==> config.mk <==
export PLATFORM = sky130hd
export DESIGN_NAME = sfspi_frontend
export DESIGN_NICKNAME = d
export VERILOG_FILES = /design/src/include/sfspi_pkg.sv /design/src/hw/sfspi_sync.sv /design/src/hw/sfspi_frontend.sv
export VERILOG_INCLUDE_DIRS = /design/src /design/src/include
export SDC_FILE = /design/constraint.sdc
export NUM_CORES = 1
export LEC_CHECK = 0
export ABC_AREA = 1
export BUFFER_PORTS_ARGS = -buffer_cell sky130_fd_sc_hd__buf_2
export CAP_MARGIN = 20
export CORE_ASPECT_RATIO = 1.4
export CORE_UTILIZATION = 45
export DETAILED_ROUTE_END_ITERATION = 16
export PLACE_DENSITY = 0.67
export SYNTH_ARGS = -nofsm -noshare
export SYNTH_HDL_FRONTEND = slang
export SYNTH_SLANG_ARGS = --single-unit
==> constraint.sdc <==
create_clock -name sys_clk_i -period 1.7 [get_ports sys_clk_i]
set_input_delay 0.34 -clock sys_clk_i [delete_from_list [all_inputs] [get_ports sys_clk_i]]
set_output_delay 0.34 -clock sys_clk_i [all_outputs]
set_load 0.03 [all_outputs]
==> src/include/sfspi_cfg.svh <==
// constants of the serial flash spi front end
`ifndef SFSPI_CFG_SVH
`define SFSPI_CFG_SVH

// pin synchroniser: raw pins, reset values (all idle / released)
`define SFSPI_PIN_CNT        5
`define SFSPI_PIN_RST        5'h1_F
// pin positions inside the synchronised vector
`define SFSPI_PIN_CLK        0
`define SFSPI_PIN_SEL_N      1
`define SFSPI_PIN_DIN        2
`define SFSPI_PIN_CLR_N      3
`define SFSPI_PIN_FRZ_N      4

// byte framing
`define SFSPI_BYTE_W         8
`define SFSPI_CNT_W          3
`define SFSPI_CNT_RST        3'h0
`define SFSPI_BYTE_RST       8'h00
`define SFSPI_OUT_RST        1'b0

// default width of the protected-area size field
`define SFSPI_PSIZE_W        3

`endif

==> src/include/sfspi_pkg.sv <==
// types of the serial flash spi front end
package sfspi_pkg;

  // link state: reset pin held, deselected, selected
  typedef enum logic [1:0] {
    SFSPI_ST_CLEAR,
    SFSPI_ST_IDLE,
    SFSPI_ST_SEL
  } sfspi_state_e;

endpackage : sfspi_pkg

==> src/hw/sfspi_sync.sv <==
// two-stage synchroniser for asynchronous pins
`timescale 1ns/1ps
`include "sfspi_cfg.svh"

module sfspi_sync #(
  parameter int unsigned         W       = `SFSPI_PIN_CNT,
  parameter logic [W-1:0]        RST_VAL = `SFSPI_PIN_RST
) (
  input  wire logic              sys_clk_i,
  input  wire logic              rst_n_i,
  input  wire logic [W-1:0]      async_i,
  output logic      [W-1:0]      sync_o
);

  logic [W-1:0] meta_ff;
  logic [W-1:0] sync_ff;

  if (W < 1)
  begin : g_bad_width
    $error("sfspi_sync: width must be at least one");
  end

  // first stage feeds only the second stage
  always_ff @(posedge sys_clk_i or negedge rst_n_i)
  begin
    if (!rst_n_i)
    begin
      meta_ff <= RST_VAL;
      sync_ff <= RST_VAL;
    end
    else
    begin
      meta_ff <= async_i;
      sync_ff <= meta_ff;
    end
  end

  assign sync_o = sync_ff;

endmodule : sfspi_sync

==> src/hw/sfspi_frontend.sv <==
// serial flash spi front end: pin sampling, framing, output drive, power state
//
// Overview of operation
// - launch each outgoing bit after a falling shift-clock edge.
// - sample serial_in on every rising shift-clock edge.
// - select pin high means deselected, serial_out released to high impedance.
// - deselected with no internal cycle running means standby power.
// - select pin low selects the device and enters active power.
// - no command accepted before the first select falling edge after power-up.
// - hard clear pin low holds reset mode with serial_out released.
// - hard clear pin high allows normal operation on the serial link.
// - hard clear during an internal cycle disturbs that cycle.
// - protect freeze pin low freezes the protected-area size.
// - only modes zero and three are served; in mode zero the code sends stale bits until the fall after the eighth rise.
// - modifying commands accepted only after a whole number of bytes.
`timescale 1ns/1ps
`include "sfspi_cfg.svh"

module sfspi_frontend #(
  parameter int unsigned              PSIZE_W = `SFSPI_PSIZE_W
) (
  input  wire logic                   sys_clk_i,
  input  wire logic                   rst_n_i,
  input  wire logic                   shift_timing_i,
  input  wire logic                   device_select_n_i,
  input  wire logic                   serial_in_i,
  input  wire logic                   hard_clear_n_i,
  input  wire logic                   protect_freeze_n_i,
  output logic                        serial_out_o,
  output logic                        serial_out_oe_n_o,
  input  wire logic [`SFSPI_BYTE_W-1:0] tx_byte_i,
  output logic                        tx_taken_o,
  output logic [`SFSPI_BYTE_W-1:0]    rx_byte_o,
  output logic                        rx_valid_o,
  output logic                        frame_end_o,
  output logic                        frame_whole_o,
  input  wire logic                   busy_i,
  output logic                        active_power_o,
  output logic                        standby_o,
  output logic                        cycle_disturb_o,
  input  wire logic [PSIZE_W-1:0]     protect_size_i,
  output logic [PSIZE_W-1:0]          protect_size_o
);

  if (PSIZE_W < 1)
  begin : g_bad_psize
    $error("sfspi_frontend: protected-size width must be at least one");
  end

  // ----------------------------------------------------------------
  // pin synchronisation and edge finding
  // ----------------------------------------------------------------
  logic [`SFSPI_PIN_CNT-1:0] pins_s;
  logic [`SFSPI_PIN_CNT-1:0] pins_d_ff;

  sfspi_sync #(
    .W       (`SFSPI_PIN_CNT),
    .RST_VAL (`SFSPI_PIN_RST)
  ) u_sync (
    .sys_clk_i (sys_clk_i),
    .rst_n_i   (rst_n_i),
    .async_i   ({protect_freeze_n_i, hard_clear_n_i, serial_in_i, device_select_n_i, shift_timing_i}),
    .sync_o    (pins_s)
  );

  always_ff @(posedge sys_clk_i or negedge rst_n_i)
  begin
    if (!rst_n_i)
      pins_d_ff <= `SFSPI_PIN_RST;
    else
      pins_d_ff <= pins_s;
  end

  logic clk_rise, clk_fall, sel_fall, sel_rise, clr_s, frz_s, din_s, sel_n_s;
  // edge based; an idle-low clock has no fall before the first rise, so the first byte is fetched at the fall after the eighth rise
  assign clk_rise = pins_s[`SFSPI_PIN_CLK] & ~pins_d_ff[`SFSPI_PIN_CLK];
  assign clk_fall = ~pins_s[`SFSPI_PIN_CLK] & pins_d_ff[`SFSPI_PIN_CLK];
  assign sel_fall = ~pins_s[`SFSPI_PIN_SEL_N] & pins_d_ff[`SFSPI_PIN_SEL_N];
  assign sel_rise = pins_s[`SFSPI_PIN_SEL_N] & ~pins_d_ff[`SFSPI_PIN_SEL_N];
  assign sel_n_s  = pins_s[`SFSPI_PIN_SEL_N];
  assign din_s    = pins_s[`SFSPI_PIN_DIN];
  assign clr_s    = pins_s[`SFSPI_PIN_CLR_N];
  assign frz_s    = pins_s[`SFSPI_PIN_FRZ_N];

  // ----------------------------------------------------------------
  // link state and framing
  // ----------------------------------------------------------------
  sfspi_pkg::sfspi_state_e     state_ff, nxt_state;
  logic                        armed_ff, nxt_armed;
  logic [`SFSPI_CNT_W-1:0]     bit_cnt_ff, nxt_bit_cnt;
  logic [`SFSPI_BYTE_W-1:0]    rx_sh_ff, nxt_rx_sh;
  logic [`SFSPI_BYTE_W-1:0]    rx_byte_ff, nxt_rx_byte;
  logic                        rx_valid_ff, nxt_rx_valid;
  logic                        fend_ff, nxt_fend;
  logic                        fwhole_ff, nxt_fwhole;
  logic                        disturb_ff, nxt_disturb;
  logic                        clr_d_ff;

  always_comb
  begin
    nxt_state    = state_ff;
    nxt_armed    = armed_ff;
    nxt_bit_cnt  = bit_cnt_ff;
    nxt_rx_sh    = rx_sh_ff;
    nxt_rx_byte  = rx_byte_ff;
    nxt_rx_valid = 1'b0;
    nxt_fend     = 1'b0;
    nxt_fwhole   = fwhole_ff;
    // hard clear falling while an internal cycle runs
    nxt_disturb  = clr_d_ff & ~clr_s & busy_i;
    if (!clr_s)
    begin
      // reset mode: forget the frame and the arming edge
      nxt_state   = sfspi_pkg::SFSPI_ST_CLEAR;
      nxt_armed   = 1'b0;
      nxt_bit_cnt = `SFSPI_CNT_RST;
    end
    else
    begin
      unique case (state_ff)
        sfspi_pkg::SFSPI_ST_CLEAR:
          nxt_state = sfspi_pkg::SFSPI_ST_IDLE;
        sfspi_pkg::SFSPI_ST_IDLE:
          if (sel_fall)
          begin
            nxt_state   = sfspi_pkg::SFSPI_ST_SEL;
            nxt_armed   = 1'b1;
            nxt_bit_cnt = `SFSPI_CNT_RST;
          end
        sfspi_pkg::SFSPI_ST_SEL:
          if (sel_n_s)
          begin
            // deselect closes the frame; whole bytes only qualify
            nxt_state   = sfspi_pkg::SFSPI_ST_IDLE;
            nxt_fend    = sel_rise;
            nxt_fwhole  = (bit_cnt_ff == `SFSPI_CNT_RST);
            nxt_bit_cnt = `SFSPI_CNT_RST;
          end
          else if (clk_rise && armed_ff)
          begin
            nxt_rx_sh   = {rx_sh_ff[`SFSPI_BYTE_W-2:0], din_s};
            nxt_bit_cnt = bit_cnt_ff + 3'h1;
            if (bit_cnt_ff == 3'h7)
            begin
              nxt_rx_byte  = {rx_sh_ff[`SFSPI_BYTE_W-2:0], din_s};
              nxt_rx_valid = 1'b1;
            end
          end
        default:
          nxt_state = sfspi_pkg::SFSPI_ST_IDLE;
      endcase
    end
  end

  always_ff @(posedge sys_clk_i or negedge rst_n_i)
  begin
    if (!rst_n_i)
    begin
      state_ff    <= sfspi_pkg::SFSPI_ST_CLEAR;
      armed_ff    <= 1'b0;
      bit_cnt_ff  <= `SFSPI_CNT_RST;
      rx_sh_ff    <= `SFSPI_BYTE_RST;
      rx_byte_ff  <= `SFSPI_BYTE_RST;
      rx_valid_ff <= 1'b0;
      fend_ff     <= 1'b0;
      fwhole_ff   <= 1'b0;
      disturb_ff  <= 1'b0;
      clr_d_ff    <= 1'b1;
    end
    else
    begin
      state_ff    <= nxt_state;
      armed_ff    <= nxt_armed;
      bit_cnt_ff  <= nxt_bit_cnt;
      rx_sh_ff    <= nxt_rx_sh;
      rx_byte_ff  <= nxt_rx_byte;
      rx_valid_ff <= nxt_rx_valid;
      fend_ff     <= nxt_fend;
      fwhole_ff   <= nxt_fwhole;
      disturb_ff  <= nxt_disturb;
      clr_d_ff    <= clr_s;
    end
  end

  // ----------------------------------------------------------------
  // output shifter and driver
  // ----------------------------------------------------------------
  logic [`SFSPI_BYTE_W-1:0] tx_sh_ff, nxt_tx_sh;
  logic                     out_ff, nxt_out;
  logic                     oe_n_ff, nxt_oe_n;
  logic                     taken_ff, nxt_taken;

  always_comb
  begin
    nxt_tx_sh = tx_sh_ff;
    nxt_out   = out_ff;
    nxt_taken = 1'b0;
    // driven only while selected and out of reset mode
    nxt_oe_n  = ~(clr_s && state_ff == sfspi_pkg::SFSPI_ST_SEL && !sel_n_s);
    if (state_ff == sfspi_pkg::SFSPI_ST_SEL && !sel_n_s && armed_ff && clk_fall)
    begin
      // byte boundary: fetch the next byte, launch its top bit
      if (bit_cnt_ff == `SFSPI_CNT_RST)
      begin
        nxt_out   = tx_byte_i[`SFSPI_BYTE_W-1];
        nxt_tx_sh = {tx_byte_i[`SFSPI_BYTE_W-2:0], 1'b0};
        nxt_taken = 1'b1;
      end
      else
      begin
        nxt_out   = tx_sh_ff[`SFSPI_BYTE_W-1];
        nxt_tx_sh = {tx_sh_ff[`SFSPI_BYTE_W-2:0], 1'b0};
      end
    end
  end

  always_ff @(posedge sys_clk_i or negedge rst_n_i)
  begin
    if (!rst_n_i)
    begin
      tx_sh_ff <= `SFSPI_BYTE_RST;
      out_ff   <= `SFSPI_OUT_RST;
      oe_n_ff  <= 1'b1;
      taken_ff <= 1'b0;
    end
    else
    begin
      tx_sh_ff <= nxt_tx_sh;
      out_ff   <= nxt_out;
      oe_n_ff  <= nxt_oe_n;
      taken_ff <= nxt_taken;
    end
  end

  // ----------------------------------------------------------------
  // protected-area size freeze
  // ----------------------------------------------------------------
  logic [PSIZE_W-1:0] psize_ff, nxt_psize;

  always_comb
  begin
    // tracks the status field only while the freeze pin is released
    nxt_psize = frz_s ? protect_size_i : psize_ff;
  end

  always_ff @(posedge sys_clk_i or negedge rst_n_i)
  begin
    if (!rst_n_i)
      psize_ff <= '0;
    else
      psize_ff <= nxt_psize;
  end

  // ----------------------------------------------------------------
  // outputs
  // ----------------------------------------------------------------
  assign serial_out_o      = out_ff;
  assign serial_out_oe_n_o = oe_n_ff;
  assign tx_taken_o        = taken_ff;
  assign rx_byte_o         = rx_byte_ff;
  assign rx_valid_o        = rx_valid_ff;
  assign frame_end_o       = fend_ff;
  assign frame_whole_o     = fwhole_ff;
  assign cycle_disturb_o   = disturb_ff;
  assign protect_size_o    = psize_ff;
  // internal cycles keep the part in active power after deselect
  assign active_power_o    = (state_ff == sfspi_pkg::SFSPI_ST_SEL) | busy_i;
  assign standby_o         = (state_ff != sfspi_pkg::SFSPI_ST_SEL) & ~busy_i;
endmodule : sfspi_frontend

==> reports/metrics.yaml <==
outcome:
  outcome: "finished, final reports clean"
timing:
  clock.fmax_mhz: 627
  hold_viol: 0
  rsz0062_at_grt: "no"
  hold_ws_ns: 0.00952
  fin_tns_setup_ns: 0
  period_minus_slack_ns: 1.60
  setup_violations: 0
  clock_skew_ns: 0.00863
  min_period_over_period_pct: 93.8
  worstMarginPinSlew_ns: 0.269
  slew-limit-headroom_pct: 82.0
  finalMaxSlewViolations: 0
  layout_setup_ws_ns: 0.105
floorplan:
  ios: 39
  die_y_um: 82.1
  die_w_um: 59.2
  start_util_pct: 47.8
  dieArea_um2: 4860
  core.rowCount: 28
  core_area_um2: 4310
power:
  power_density_nw_per_um2: 874
  vdd.ir_drop.worst_mv: 0.441
  p_total_mw: 2.13
  p_leak_nw: 1.32
routing:
  routedWlPerCell_um: 10.3
  drtIter0Drc: 51
  routed_wl_mm: 3.23
  drc: 0
  firstDrtPassIters: 4
  vias: 1434
  antenna_left: 0
  vias_per_cell: 4.58
grt:
  grt-ovfl-total: 0
  gr-usage-met2_pct: 27.1
  met1_usage_pct: 17.3
  grt_start_max_net_pins: 52
  grt_antenna_before_repair: 0
  busiest_layer: "met2"
  grt_first_pass_wirelength_mm: 5.62
  grt_util_met3_pct: 3.31
  grt_pass1_vias: 1368
  grt_usage_pct: 15.6
critical_path:
  crit_top_cell: "inv_1"
  crit_path_max_fanout: 6
  worstPathCellList: "inv_1, ha_4, nor2_2, inv_1, buf_2"
  crit_buf_inv: 3
  rr_endpoint: "rx_byte_o[0]"
  crit_family: "flip-flops"
  cp-startpoint: "state_ff[0]"
  r2r-start: "state_ff[0]"
  critPathCaptureType: "primary output"
  rrSetupSlack_ns: 0.31
  cp_num_cells: 5
  endpoint: "active_power_o"
  slowest_stage: "dfrtp_1"
  startpoint_type: "flip-flop"
  worstPathArrival_ns: 1.26
  worstPathRequired_ns: 1.36
  reg2reg_depth: 7
  crit_type: "reg -> out"
  worst_path_largest_cell_delay_ns: 0.41
finish:
  fin_util_pct: 56.4
  nNetsFinal: 276
  fin_cells: 313
  diodes: 0
  syn2layout_area_growth_pct: 18.0
  final_area_um2: 2430
  drive_above_1_share_pct: 30.4
run:
  cap_violations: 0
synthesis:
  syn-cell-area_um2: 2060
  yosysSeqAreaShare_pct: 62.8
  synth_compound_area_share_pct: 4.86
  synth-xor-area-share_pct: 0
  yosys.area_share.simple_pct: 22.5
  yosys_warnings: 0
  synth_cell_type_count: 20
  synth_top_area_share_pct: 44.9
  synth_top_family_by_area: "simple AND/OR/NAND/NOR gates"
  avgSynthCellArea_um2: 9.96
  synthAdderAreaFrac_pct: 3.04
  yosys_register_bits: 51
  synth_fp_nets: 231
  synth_cells: 207
  muxShareOfSynthArea_pct: 1.64
  yosys.area.top_type: "dfrtp_1"
  yosys-top-cells-area: "dfrtp_1, dfstp_2, nand2_1"
placement:
  gp_congestion: 0.765
  hpwl_mm: 2.35
  dp_slack_ns: 0.188
  port_buffers: 38
  place_area_um2: 2330
  place_inst: 304
clock_network:
  clk_path_buf_depth: 2
  cts.sinks: 51
  clk_pin_slew_ns: 0.08
  cts_buffers: 5
  cts_tree: "done"
  cts_hold_repair.buffers: 0
  clk_latency_ns: 0.30
  root_buffer: "clkbuf_8"
  htreeDepth: 2
min_path:
  min_path_type: "in -> async"
==> registers in the layout (all words and copies together) (netlist names), 2 cells and up <==
name            cells
pins_d_ff           2
tx_sh_ff            7
u_sync.meta_ff      5
protect_size_o      3
rx_byte_o           8
rx_sh_ff            7
bit_cnt_ff          3
state_ff            2
u_sync.sync_o       5
==> routing by layer <==
| layer | vias up | wire (um) |
|---|---|---|
| met5 | - | 0 |
| met4 | 0 | 79 |
| met3 | 5 | 106 |
| met2 | 28 | 1630 |
| met1 | 667 | 1410 |
| li1 | 734 | - |
==> synthesized netlist by cell type <==
| library cell | number |
|---|---|
| o21ai_1 | 4 |
| nor2_4 | 3 |
| inv_2 | 1 |
| nor3_1 | 1 |
| o21ai_0 | 15 |
| nor2_8 | 1 |
| mux2_2 | 3 |
| inv_1 | 19 |
| nand2_2 | 3 |
| a21oi_1 | 1 |
| dfrtp_1 | 37 |
| nand2_4 | 1 |
| nand2_1 | 80 |
| nand3_2 | 1 |
| dfstp_2 | 14 |
| ha_1 | 5 |
| nor2_1 | 5 |
| buf_6 | 2 |
| nand3_1 | 9 |
| buf_2 | 2 |
==> how the worst min path moves through the flow <==
stage                  from            end  depth (start not counted)
finish              rst_n_i    tx_sh_ff[7]                          2
global route        rst_n_i    tx_sh_ff[7]                          2
CTS                 rst_n_i    tx_sh_ff[7]                          2
detailed placement  rst_n_i    tx_sh_ff[7]                          2
global placement    rst_n_i  frame_whole_o                          2
floorplan           rst_n_i       armed_ff                          0
==> kinds of logic (layout without fill, tap and decap cells) <==
family | after synthesis | in the layout
compound gates | 20 | 20
fa+ha+maj | 5 | 5
buf+inv | 24 | 70
flops | 51 | 51
mux | 3 | 3
simple gates | 104 | 104
==> power by group <==
part,internal (mW),switching (mW)
sequential,1.27,0.0259
combinational,0.0684,0.117
clock,0.289,0.357
total,1.63,0.500
==> final cells by class <==
cell class                 count  area [um^2]
inverter                      20         75.1
timing repair buffer          42          233
multi-input combinational    132          674
sequential                    51         1290
tap                           60         75.1
clock buffer                   7         76.3
clock inverter                 1         5.00
fill                         410         1880
==> cells in the final DEF (no fill, tap or decap), types with 2 or more instances in the layout <==
cell type / count
buf_2: 38
nand2_1: 80
o21ai_0: 15
nor2_1: 4
buf_4: 3
mux2_2: 3
dfstp_2: 14
o21ai_1: 4
nand3_1: 9
nor2_4: 3
ha_1: 4
clkbuf_1: 2
inv_1: 19
nand2_2: 3
clkbuf_8: 5
dfrtp_1: 37
==> timing repair <==
item	4_1_cts	5_1_grt
setup buffers	0	1
gates cloned	0	0
resized for setup	1	1
endpoints found under the setup margin	2	2
Note: power is estimated with default switching activity, not from simulation.
